[config.mk]
export PLATFORM = sky130hd
export DESIGN_NAME = ssr_top
export DESIGN_NICKNAME = d
export VERILOG_FILES = /design/src/rtl/ssr_pkg.sv /design/src/rtl/ssr_sync.sv /design/src/rtl/ssr_top.sv
export SDC_FILE = /design/constraint.sdc
export NUM_CORES = 1
export LEC_CHECK = 0
export BUFFER_PORTS_ARGS = -buffer_cell sky130_fd_sc_hd__clkbuf_2
export CORE_MARGIN = 2
export CORE_UTILIZATION = 45
export CTS_BUF_LIST = sky130_fd_sc_hd__clkbuf_8
export CTS_CLUSTER_DIAMETER = 120
export CTS_CLUSTER_SIZE = 30
export DETAILED_ROUTE_END_ITERATION = 7
export PLACE_DENSITY = 0.7
export REMOVE_ABC_BUFFERS = 1
export SLEW_MARGIN = 10
export SYNTH_ARGS = -nofsm -noshare
export SYNTH_HDL_FRONTEND = slang
export SYNTH_HIERARCHICAL = 1
export SYNTH_SLANG_ARGS = --single-unit
[constraint.sdc]
create_clock -name clk_sys -period 1.9 [get_ports clk_sys]
set_clock_uncertainty 0.05 [all_clocks]
set_input_delay 0.285 -clock clk_sys [delete_from_list [all_inputs] [get_ports clk_sys]]
set_output_delay 0.285 -clock clk_sys [all_outputs]
set_load 0.005 [all_outputs]
[src/rtl/ssr_pkg.sv]
// shared constants and pin bundle for the serial shift-and-store register
package ssr_pkg;

  // number of shift stages and storage latches
  localparam int SSR_STAGES = 8;
  // synchroniser depth for pin inputs
  localparam int SSR_SYNC_DEPTH = 2;
  // reset value of shift stages, storage latches and cascade outputs
  localparam logic [SSR_STAGES-1:0] SSR_DATA_RST = 8'h00;
  localparam logic SSR_BIT_RST = 1'h0;
  // resting level of the synchronised pins after reset
  localparam logic [3:0] SSR_PINS_RST = 4'h0;

  // control and data pins from the outside controller
  typedef struct packed {
    logic shift_clock;
    logic serial_in;
    logic latch_gate;
    logic drive_enable;
  } ssr_pins_t;

endpackage

[src/rtl/ssr_sync.sv]
// two flip-flop synchroniser for a group of pin inputs
`timescale 1ns/10ps
`default_nettype none

module ssr_sync
  import ssr_pkg::*;
#(
  parameter int WIDTH = 4,
  parameter logic [WIDTH-1:0] RST_VAL = '0
) (
  input wire logic clk_sys,
  input wire logic rst,
  input wire logic [WIDTH-1:0] async_in,
  output logic [WIDTH-1:0] sync_out
);

  logic [WIDTH-1:0] meta_ff;
  logic [WIDTH-1:0] sync_ff;

  // first stage is read only by the second stage
  always_ff @(posedge clk_sys or posedge rst) begin
    if (rst) begin
      meta_ff <= RST_VAL;
      sync_ff <= RST_VAL;
    end else begin
      meta_ff <= async_in;
      sync_ff <= meta_ff;
    end
  end

  assign sync_out = sync_ff;

endmodule

`default_nettype wire

[src/rtl/ssr_top.sv]
// serial shift-and-store register with three-state parallel outputs
// What this block does
// - eight shift stages, each with latch and output
// - shift clock rise shifts serial_in in
// - latches follow stages while latch_gate high
// - drive_enable high shows latches, latches undisturbed
// - par_oe_n high, releasing the bus, while drive_enable low
// - rise moves stage seven to eight, fast_cascade_out
// - slow_cascade_out takes last bit on falling edge
// - each cascade output updates on one edge only
`timescale 1ns/10ps
`default_nettype none

module ssr_top
  import ssr_pkg::*;
#(
  parameter int STAGES = SSR_STAGES
) (
  input wire logic clk_sys,
  input wire logic rst,
  input wire ssr_pins_t pins_in,
  output logic [STAGES-1:0] par_out,
  output logic par_oe_n,
  output logic fast_cascade_out,
  output logic slow_cascade_out
);

  ssr_pins_t pins_s;
  logic [3:0] pins_s_bits;
  logic clk_prev_ff;
  logic clk_rise;
  logic clk_fall;
  logic [STAGES-1:0] stage_ff;
  logic [STAGES-1:0] nxt_stage;
  logic [STAGES-1:0] latch_ff;
  logic slow_ff;

  // bring all controller pins into the system clock domain
  ssr_sync #(
    .WIDTH(4),
    .RST_VAL(SSR_PINS_RST)
  ) u_pin_sync (
    .clk_sys(clk_sys),
    .rst(rst),
    .async_in(pins_in),
    .sync_out(pins_s_bits)
  );

  assign pins_s = ssr_pins_t'(pins_s_bits);

  // remember previous synchronised shift clock level for edge detection
  always_ff @(posedge clk_sys or posedge rst) begin
    if (rst) begin
      clk_prev_ff <= SSR_BIT_RST;
    end else begin
      clk_prev_ff <= pins_s.shift_clock;
    end
  end

  // one-cycle pulses on each edge of the shift clock
  assign clk_rise = pins_s.shift_clock & ~clk_prev_ff;
  assign clk_fall = ~pins_s.shift_clock & clk_prev_ff;

  // next shift value: serial_in enters stage one, others move along
  always_comb begin
    nxt_stage = stage_ff;
    if (clk_rise) begin
      nxt_stage = {stage_ff[STAGES-2:0], pins_s.serial_in};
    end
  end

  // shift stages; cleared only so simulation is defined, not a device reset
  always_ff @(posedge clk_sys or posedge rst) begin
    if (rst) begin
      stage_ff <= SSR_DATA_RST;
    end else begin
      stage_ff <= nxt_stage;
    end
  end

  // storage latches are transparent to the next stage value while gated
  always_ff @(posedge clk_sys or posedge rst) begin
    if (rst) begin
      latch_ff <= SSR_DATA_RST;
    end else if (pins_s.latch_gate) begin
      latch_ff <= nxt_stage;
    end
  end

  // parallel outputs come straight from the latches; enable does not touch them
  assign par_out = latch_ff;
  // active-low drive enable: low while the outputs drive the bus
  assign par_oe_n = ~pins_s.drive_enable;

  // last stage doubles as the rising-edge cascade output
  assign fast_cascade_out = stage_ff[STAGES-1];

  // slow cascade copy taken on the falling edge only
  always_ff @(posedge clk_sys or posedge rst) begin
    if (rst) begin
      slow_ff <= SSR_BIT_RST;
    end else if (clk_fall) begin
      slow_ff <= stage_ff[STAGES-1];
    end
  end

  // cascade outputs run regardless of drive_enable
  assign slow_cascade_out = slow_ff;
endmodule

`default_nettype wire

-- Word-level counts from Yosys, hierarchy flattened
Index checks and enable logic that the tools add are counted.
- add/subtract/negate cells: 0
- multiply operators: 0
- div/mod/pow operators: 0
- order comparisons: 0
- eq/ne operators: 0
- shift-type cells: 0
- multiplexer cells: 1
- bitwise operators: 5
- reductions and logical operators: 0
- operators by type and width (operator ; count):
    two-way mux 8 bit ; 1
    inverter 1 bit ; 3
    bitwise AND 1 bit ; 2
- bits in registers: 26
- bits in latches: 0
- RAM bits: 0
- ROM bits: 0
- output and inout port bits: 11
- logic and storage cells: 12
- memories kept: 0

-- Depth between registers and ports, before layout
Gate-level depths: netlist of run 1.
- word-level depth: 3
- mapped depth: 5
- mapped depth without buffers: 2

-- Hierarchy
Netlist of run 1, hierarchy kept.
- modules (own cells, without submodules) (module ; instances ; cells an instance ; area an instance (um^2)):
    ssr_top ; 1 ; 68 ; 832.0
    ssr_sync ; 1 ; 9 ; 203.9

-- Worst setup path after synthesis of run 1
OpenSTA, ideal clock, no wires.
- path type: register to register
- start point: reg u_pin_sync.sync_ff[3] (netlist: u_pin_sync/sync_out[3])
- end point: reg stage_ff[2]
- library setup time: 125 ps
- data arrival time: 1144 ps
- data required time: 1725 ps
- setup slack: 581 ps
- stages on the path, launching flop included: 6
- path buffers: 3
- path through: dfrtp_1 buf_6 nor2b_4 buf_6 buf_8 mux2_4
- word-level cells in the longest chain between the ends: 2
- ends and longest elaborated chain (element ; line ; text):
    start: declaration ; ssr_sync.sv:18 ; logic [WIDTH-1:0] sync_ff;
    start signal: assignment ; ssr_sync.sv:27 ; sync_ff <= meta_ff;
    bitwise AND 1 bit ; ssr_top.sv:61 ; assign clk_rise = pins_s.shift_clock & ~clk_prev_ff;
    two-way mux 8 bit ; ssr_top.sv:67 ; if (clk_rise) begin
    via nxt_stage[2] ; ssr_top.sv:34 ; logic [STAGES-1:0] nxt_stage;
    end signal: assignment ; ssr_top.sv:77 ; stage_ff <= nxt_stage;
    end: declaration ; ssr_top.sv:33 ; logic [STAGES-1:0] stage_ff;
The timed path passes the listed nets, and every way through them passes these cells.
A chain may end at the register's enable or synchronous reset.

-- Worst setup path after layout of run 1
- start point: reg u_pin_sync.sync_ff[3] (netlist: u_pin_sync/sync_out[3])
- end point: reg stage_ff[0]
The elaborated chain is that of the path after synthesis.

==> results.md, run 1 <==
* Synthesis Warnings at 6
* Top-Level Pins at 17
* GRT Util Overall at between 10 and 15%
* Final net count at 100
* Commonest cells post-synth: dfrtp_1, inv_1, nand2_1, nand4b_1, o221ai_1
* Largest family of logic cells by synthesized area: simple AND/OR/NAND/NOR gates
* Effective utilization at floorplan at 47.3%
* Post-synth EDFFs at 0
* Syn avg cell area at roughly 13 um2
* DRC Markers at 0
* F_max at around 660 MHz
* Seq cells post-synth at 26
* Hold_buf cts at 1
* Place WS at 0.381 ns
* Routed WL at 1460 um
* Pre-Repair DR Iteration Count at 4
* Max clock buf depth at 2
* Lkg Pwr at approximately 0.55 nW
* DR iter-0 viols at 14
* Post-CTS resize count at 0
* Placer Congestion at around 0.73
* Area leader, netlist: dfrtp_1
* Worst Slack Setup Final at 0.384 ns
* Layout cells sized above 1 at 31.5%
* Area of the multi-input gates at about 300 um2
* Hold crit path type: primary input to flop
* Tcrit/Tclk final at 79.8%
* FF/Latch Area at around 650 um2
* Startpoint types: flop
* RSZ-0062 raised after global routing: no
* Clk sinks at 26
* # diodes at 0
* Clock latency at the later pin of the worst-skew pair at about 0.26 ns
* CTS H-tree depth at 1
* Compound-Gate Fraction of Synth Area at 6.76%
* First-pass GRT wire length at 2670 um
* TritonCTS clock tree: built
* Post-CTS Setup Repair Bufs at 0
* CP peak stage delay at ~0.51 ns
* Setup violators final at 0
* Crit Path Max Fanout at 16
* Vias in the first global route at roughly 600
* Async S/R FF share, synth at between 90% and 100%
* Main synth FF type: dfrtp_1
* Crit path required time at approximately 2 ns
* Clk slew on worst S/H paths at ~0.080 ns
* Slew @ Worst Pin at 0.676 ns
* Synth Area in XOR/XNOR at 0%
* Synth top area share at 62.8%
* DR vias at just over 600
* Post-synthesis adder-cell area fraction at 0%
* Crit-path cells: nor2b_4 > mux2_2
* Initial antenna violation count at 0
* Crit end category: flop
* Synth Cell Area at around 1000 um2
* Post-DR wirelength/cell at between 10 and 15 um
* Max Cap Viol at 0
* Root Buffer: clkbuf_8
* Vias per inst at about 5
* CTS Buf Count at 3
* Post-layout min period at 1.52 ns
* Sum Neg Setup Slack at 0 ns
* Rows at 17
* IO Port Bufs at 16
* Critical-path top delay cell: dfrtp_1
* Kind of critical path: flop to flop
* Antenna Nets Post-Route at 0
* DIE WIDTH at between 50 and 60 um
* Chip Height at 52.0 um
* Register area share after synthesis at a little over three fifths
* Multiplexer share of the synthesized area at around a tenth
* Final hold vios at 0
* Most frequent cell after synthesis: dfrtp_1
* Final Max Slew Viols at 0
* Syn Inst Count at slightly below 80
* Distinct cells, synth at 12
* Max-slew headroom at between 50% and 60%
* Status: finished, final reports clean
* HPWL Detailed at between 900 and 1000 um
* Die ar. at about 2700 um2
* Simple-Gate Fraction of Synth Area at a little under an eighth
* Power Dens Cells at between 1000 and 1500 nW/um2
* GRT overflow at 0
* Top cells by area, synth: dfrtp_1, mux2_2, nand4b_1
* Fill cell count at ~190
* Critical Path AT at between 1.5 and 2 ns
* R2r setup slk at 0.38 ns
* Largest net degree at the start of global routing at 25
* Worst IR Drop VDD at 0.645 mV
* Core ar. at 2190 um2
* Area delta synth->final at 11.7%
state kept, by name (all words and copies together) (netlist names):
signal and cells:
clk_prev_ff 1, u_pin_sync/meta_ff 4, stage_ff 8, par_out 8, u_pin_sync/sync_out 4, slow_cascade_out 1
path summary, 6_finish.rpt:
kind | depth (start not counted) | to | start
setup / recovery | 2 | stage_ff[0] | u_pin_sync/sync_out[3]
hold / removal | 1 | u_pin_sync/meta_ff[0] | pins_in[0]
setup reg to reg | 2 | stage_ff[0] | u_pin_sync/sync_out[3]
hold reg to reg | 0 | u_pin_sync/sync_out[2] | u_pin_sync/meta_ff[2]
max in group asynchronous | 3 | stage_ff[6] | rst
min in group asynchronous | 3 | u_pin_sync/meta_ff[1] | rst
layer usage:
layer  wire length (um)  part of all wire, %  GRT usage (%)
met2                717                   49           21.5
met3                 54                  3.7           3.45
met5                  0                    0              0
met1                675                   46           17.5
met4                 10                 0.69           7.89
worst max-delay path, delay by kind of cell (launching register included):
family / cells / cell delay, ns
and+or+nand+nor: 1 / 0.46
DFF: 1 / 0.51
muxes: 1 / 0.39
metrics by stage:
step           area, um2  hold slack, ns  power, mW  util [%]  instances
6_report            1160          0.0759       1.37      52.8        120
4_1_cts             1160          0.0639       1.40      52.8        120
3_3_place_gp        1110           0.175       1.09      50.5        116
3_5_place_dp        1110           0.182       1.10      50.5        116
2_1_floorplan        991          0.0507      0.972         -         72
5_1_grt             1160          0.0589       1.48      52.8        120
final cells by class:
type                            instances  share of cell area [%]
Clock buffer                            3                    3.57
Inverter                               11                    3.57
Tap cell                               28                    3.03
Multi-Input combinational cell         35                    25.8
Sequential cell                        26                    56.2
Timing Repair Buffer                   17                    7.78
kinds of logic after synthesis:
kind of cell    after synthesis
compound gates                8
flops                        26
buf+inv                      16
simple gates                 18
mux                           9
power breakdown:
group	switching, mW	leakage [nW]	internal (mW)
logic	0.108	0.212	0.171
clock network	0.151	0.0216	0.141
registers	0.110	0.313	0.694
total	0.369	0.546	1.01
layout by cell type (no fill, tap or decap), drive strengths merged:
cell         count
nor2b            1
dlygate4sd3      1
nand4b           8
inv             11
clkbuf          19
nand2            8
mux2             9
nand2b           1
o221ai           8
dfrtp           26
(Power assumes the default switching activity.)
==> run 2, diff against run 1 <==
==> constraint.sdc (replaced) <==
create_clock -name clk_sys -period 1.56 [get_ports clk_sys]
set_clock_uncertainty 0.05 [all_clocks]
set_input_delay 0.234 -clock clk_sys [delete_from_list [all_inputs] [get_ports clk_sys]]
set_output_delay 0.234 -clock clk_sys [all_outputs]
set_load 0.005 [all_outputs]
==> results.md, run 2 (synthesis gave the netlist of run 1 again) <==
* Crit end category: flop
* Worst r2r dst: stage_ff[0]
* TritonCTS clock tree: built
* Sw power at roughly 0.46 mW
* DRC Markers at 0
* Sequential power share at between 50% and 60%
* Largest net degree at the start of global routing at 25
* Post-layout min period at roughly 1.3 ns
* Die ar. at 2700 um2
* CP peak stage delay at 0.41 ns
* Setup violators final at 0
* Routed WL at ~1600 um
* Kind of critical path: flop to flop
* Hold_buf cts at 1
* F_max at 752 MHz
* Placer Congestion at ~0.71
* Area of the multi-input gates at between 200 and 300 um2
* Final instance area at 1200 um2
* Fill cell count at about 200
* First-pass GRT wire length at approximately 2700 um
* Status: finished, final reports clean
* Max Cap Viol at 0
* Area delta synth->final at 15.9%
* R2r setup slk at between 0.2 and 0.25 ns
* Hold Crit Depth at 1
* Post-DR wirelength/cell at 12.5 um
* Crit-path cells: nor2b_4 > mux2_2
* CTS H-tree depth at 1
* RSZ-0062 raised after global routing: no
* Startpoint types: flop
* Commonest cells after routing, fill and taps aside: dfrtp_1, clkbuf_2, inv_1
* Comb power frac at a little over a fifth
* Pre-Repair DR Iteration Count at 4
* GR Util met3 at approximately 3.4%
* Core ar. at approximately 2200 um2
* GRT overflow at 0
* Hold crit path type: primary input to flop
* Post-CTS resize count at 0
* Critical Path AT at between 1 and 1.5 ns
* Cell family with most CP delay: flip-flops
* Commonest non-fill, non-tap cell in the layout: dfrtp_1
* FF/Latch Area at 651 um2
* Hold Path Sink: u_pin_sync/meta_ff[0]
* Max-slew headroom at ~70%
* Crit path required time at ~1.7 ns
* Rows at 17
* Max clock buf depth at 2
* Lkg Pwr at around 0.57 nW
* Final hold vios at 0
* DR iter-0 viols at 8
* Slew @ Worst Pin at between 0.4 and 0.5 ns
* Hold_sp: pins_in[0]
* Root Buffer: clkbuf_8
* Top-Level Pins at 17
* Worst IR Drop VDD at 0.786 mV
* CTS Buf Count at 3
* Sw Ratio at roughly a quarter
* M1 GR Usage at 17.0%
* Clock latency at the later pin of the worst-skew pair at 0.26 ns
* Int Pwr at between 1 and 1.5 mW
* Critical-path top delay cell: dfrtp_1
* Vias per inst at 4.99
* Tcrit/Tclk final at ~85%
* Effective utilization at floorplan at roughly 47%
* Final net count at between 100 and 150
* DP Area at ~1100 um2
* Antenna Nets Post-Route at 0
* Crit Path Max Fanout at 16
* Post-CTS Setup Repair Bufs at 0
* Buf+Inv Stages, Crit Path at 0
* Most Used Layer, Global Route: met2
* Met2 usage at between 20 and 25%
* Vias in the first global route at just over 600
* Chip Height at 52.0 um
* Power Dens Cells at approximately 1500 nW/um2
* HPWL Detailed at 1020 um
* DIE WIDTH at about 52 um
* Sum Neg Setup Slack at 0 ns
* # diodes at 0
* GRT Util Overall at between 10 and 15%
* IO Port Bufs at 16
* FF-to-FF path depth at 2
* Worst r2r src: clk_prev_ff
* Power share of the clock group at a little under a quarter
* Clk sinks at 26
* Final Max Slew Viols at 0
* Initial antenna violation count at 0
* Layout cells sized above 1 at approximately a third
* DR vias at 624
* Clk slew on worst S/H paths at ~0.080 ns
## run 2: cell count changes in the layout (fill, tap and decap cells not counted), sizes merged
cell	delta
buf	+4
clkbuf	+1
## run 2: through the flow
| stage | instances | utilization, % | setup WS [ns] | hold WS (ns) | power (mW) |
|---|---|---|---|---|---|
| 5_1_grt | 125 | 54.8 | 0.167 | 0.00103 | 1.86 |
| 6_report | 125 | 54.8 | 0.230 | 0.0224 | 1.74 |
| 4_1_cts | 125 | 54.8 | 0.222 | 0.0116 | 1.78 |
| 2_1_floorplan | 72 | - | 0.205 | -0.000342 | 1.18 |
| 3_5_place_dp | 120 | 51.9 | 0.232 | 0.127 | 1.35 |
| 3_3_place_gp | 120 | 51.9 | 0.261 | 0.125 | 1.33 |
## run 2: power by group through the flow
stage	logic (mW)	clock network, mW	registers, mW
final	0.362	0.416	0.966
after detailed placement	0.368	0	0.981
after floorplan	0.208	0	0.976
after CTS	0.371	0.443	0.967
after global placement	0.357	0	0.973
after global routing	0.409	0.462	0.994
## run 2: how the worst max path moves through the flow
stage,to,depth (start not counted),start
2_1_floorplan,stage_ff[0],2,u_pin_sync/sync_out[3]
3_3_place_gp,stage_ff[7],2,clk_prev_ff
3_5_place_dp,stage_ff[0],2,clk_prev_ff
4_1_cts,stage_ff[0],2,clk_prev_ff
5_1_grt,stage_ff[0],2,clk_prev_ff
6_report,stage_ff[0],2,clk_prev_ff
## run 2: routing by layer
metal  vias to the layer above  routed length (um)
li1                        308                   -
met1                       304                 777
met2                        10                 729
met3                         2                  41
met4                         0                  10
met5                         -                   0
## run 2: area by class of cell
class                      count  share of cell area, %
timing repair buffer          21                   10.0
multi-input combinational     35                   24.9
inverter                      11                   3.44
tap                           28                   2.92
sequential                    26                   54.2
clock buffer                   4                   4.58
## run 2: worst register-to-register path: stages (launching register included)
cell and delay, ns:
dfrtp_1 0.41, nor2b_4 0.37, mux2_2 0.39
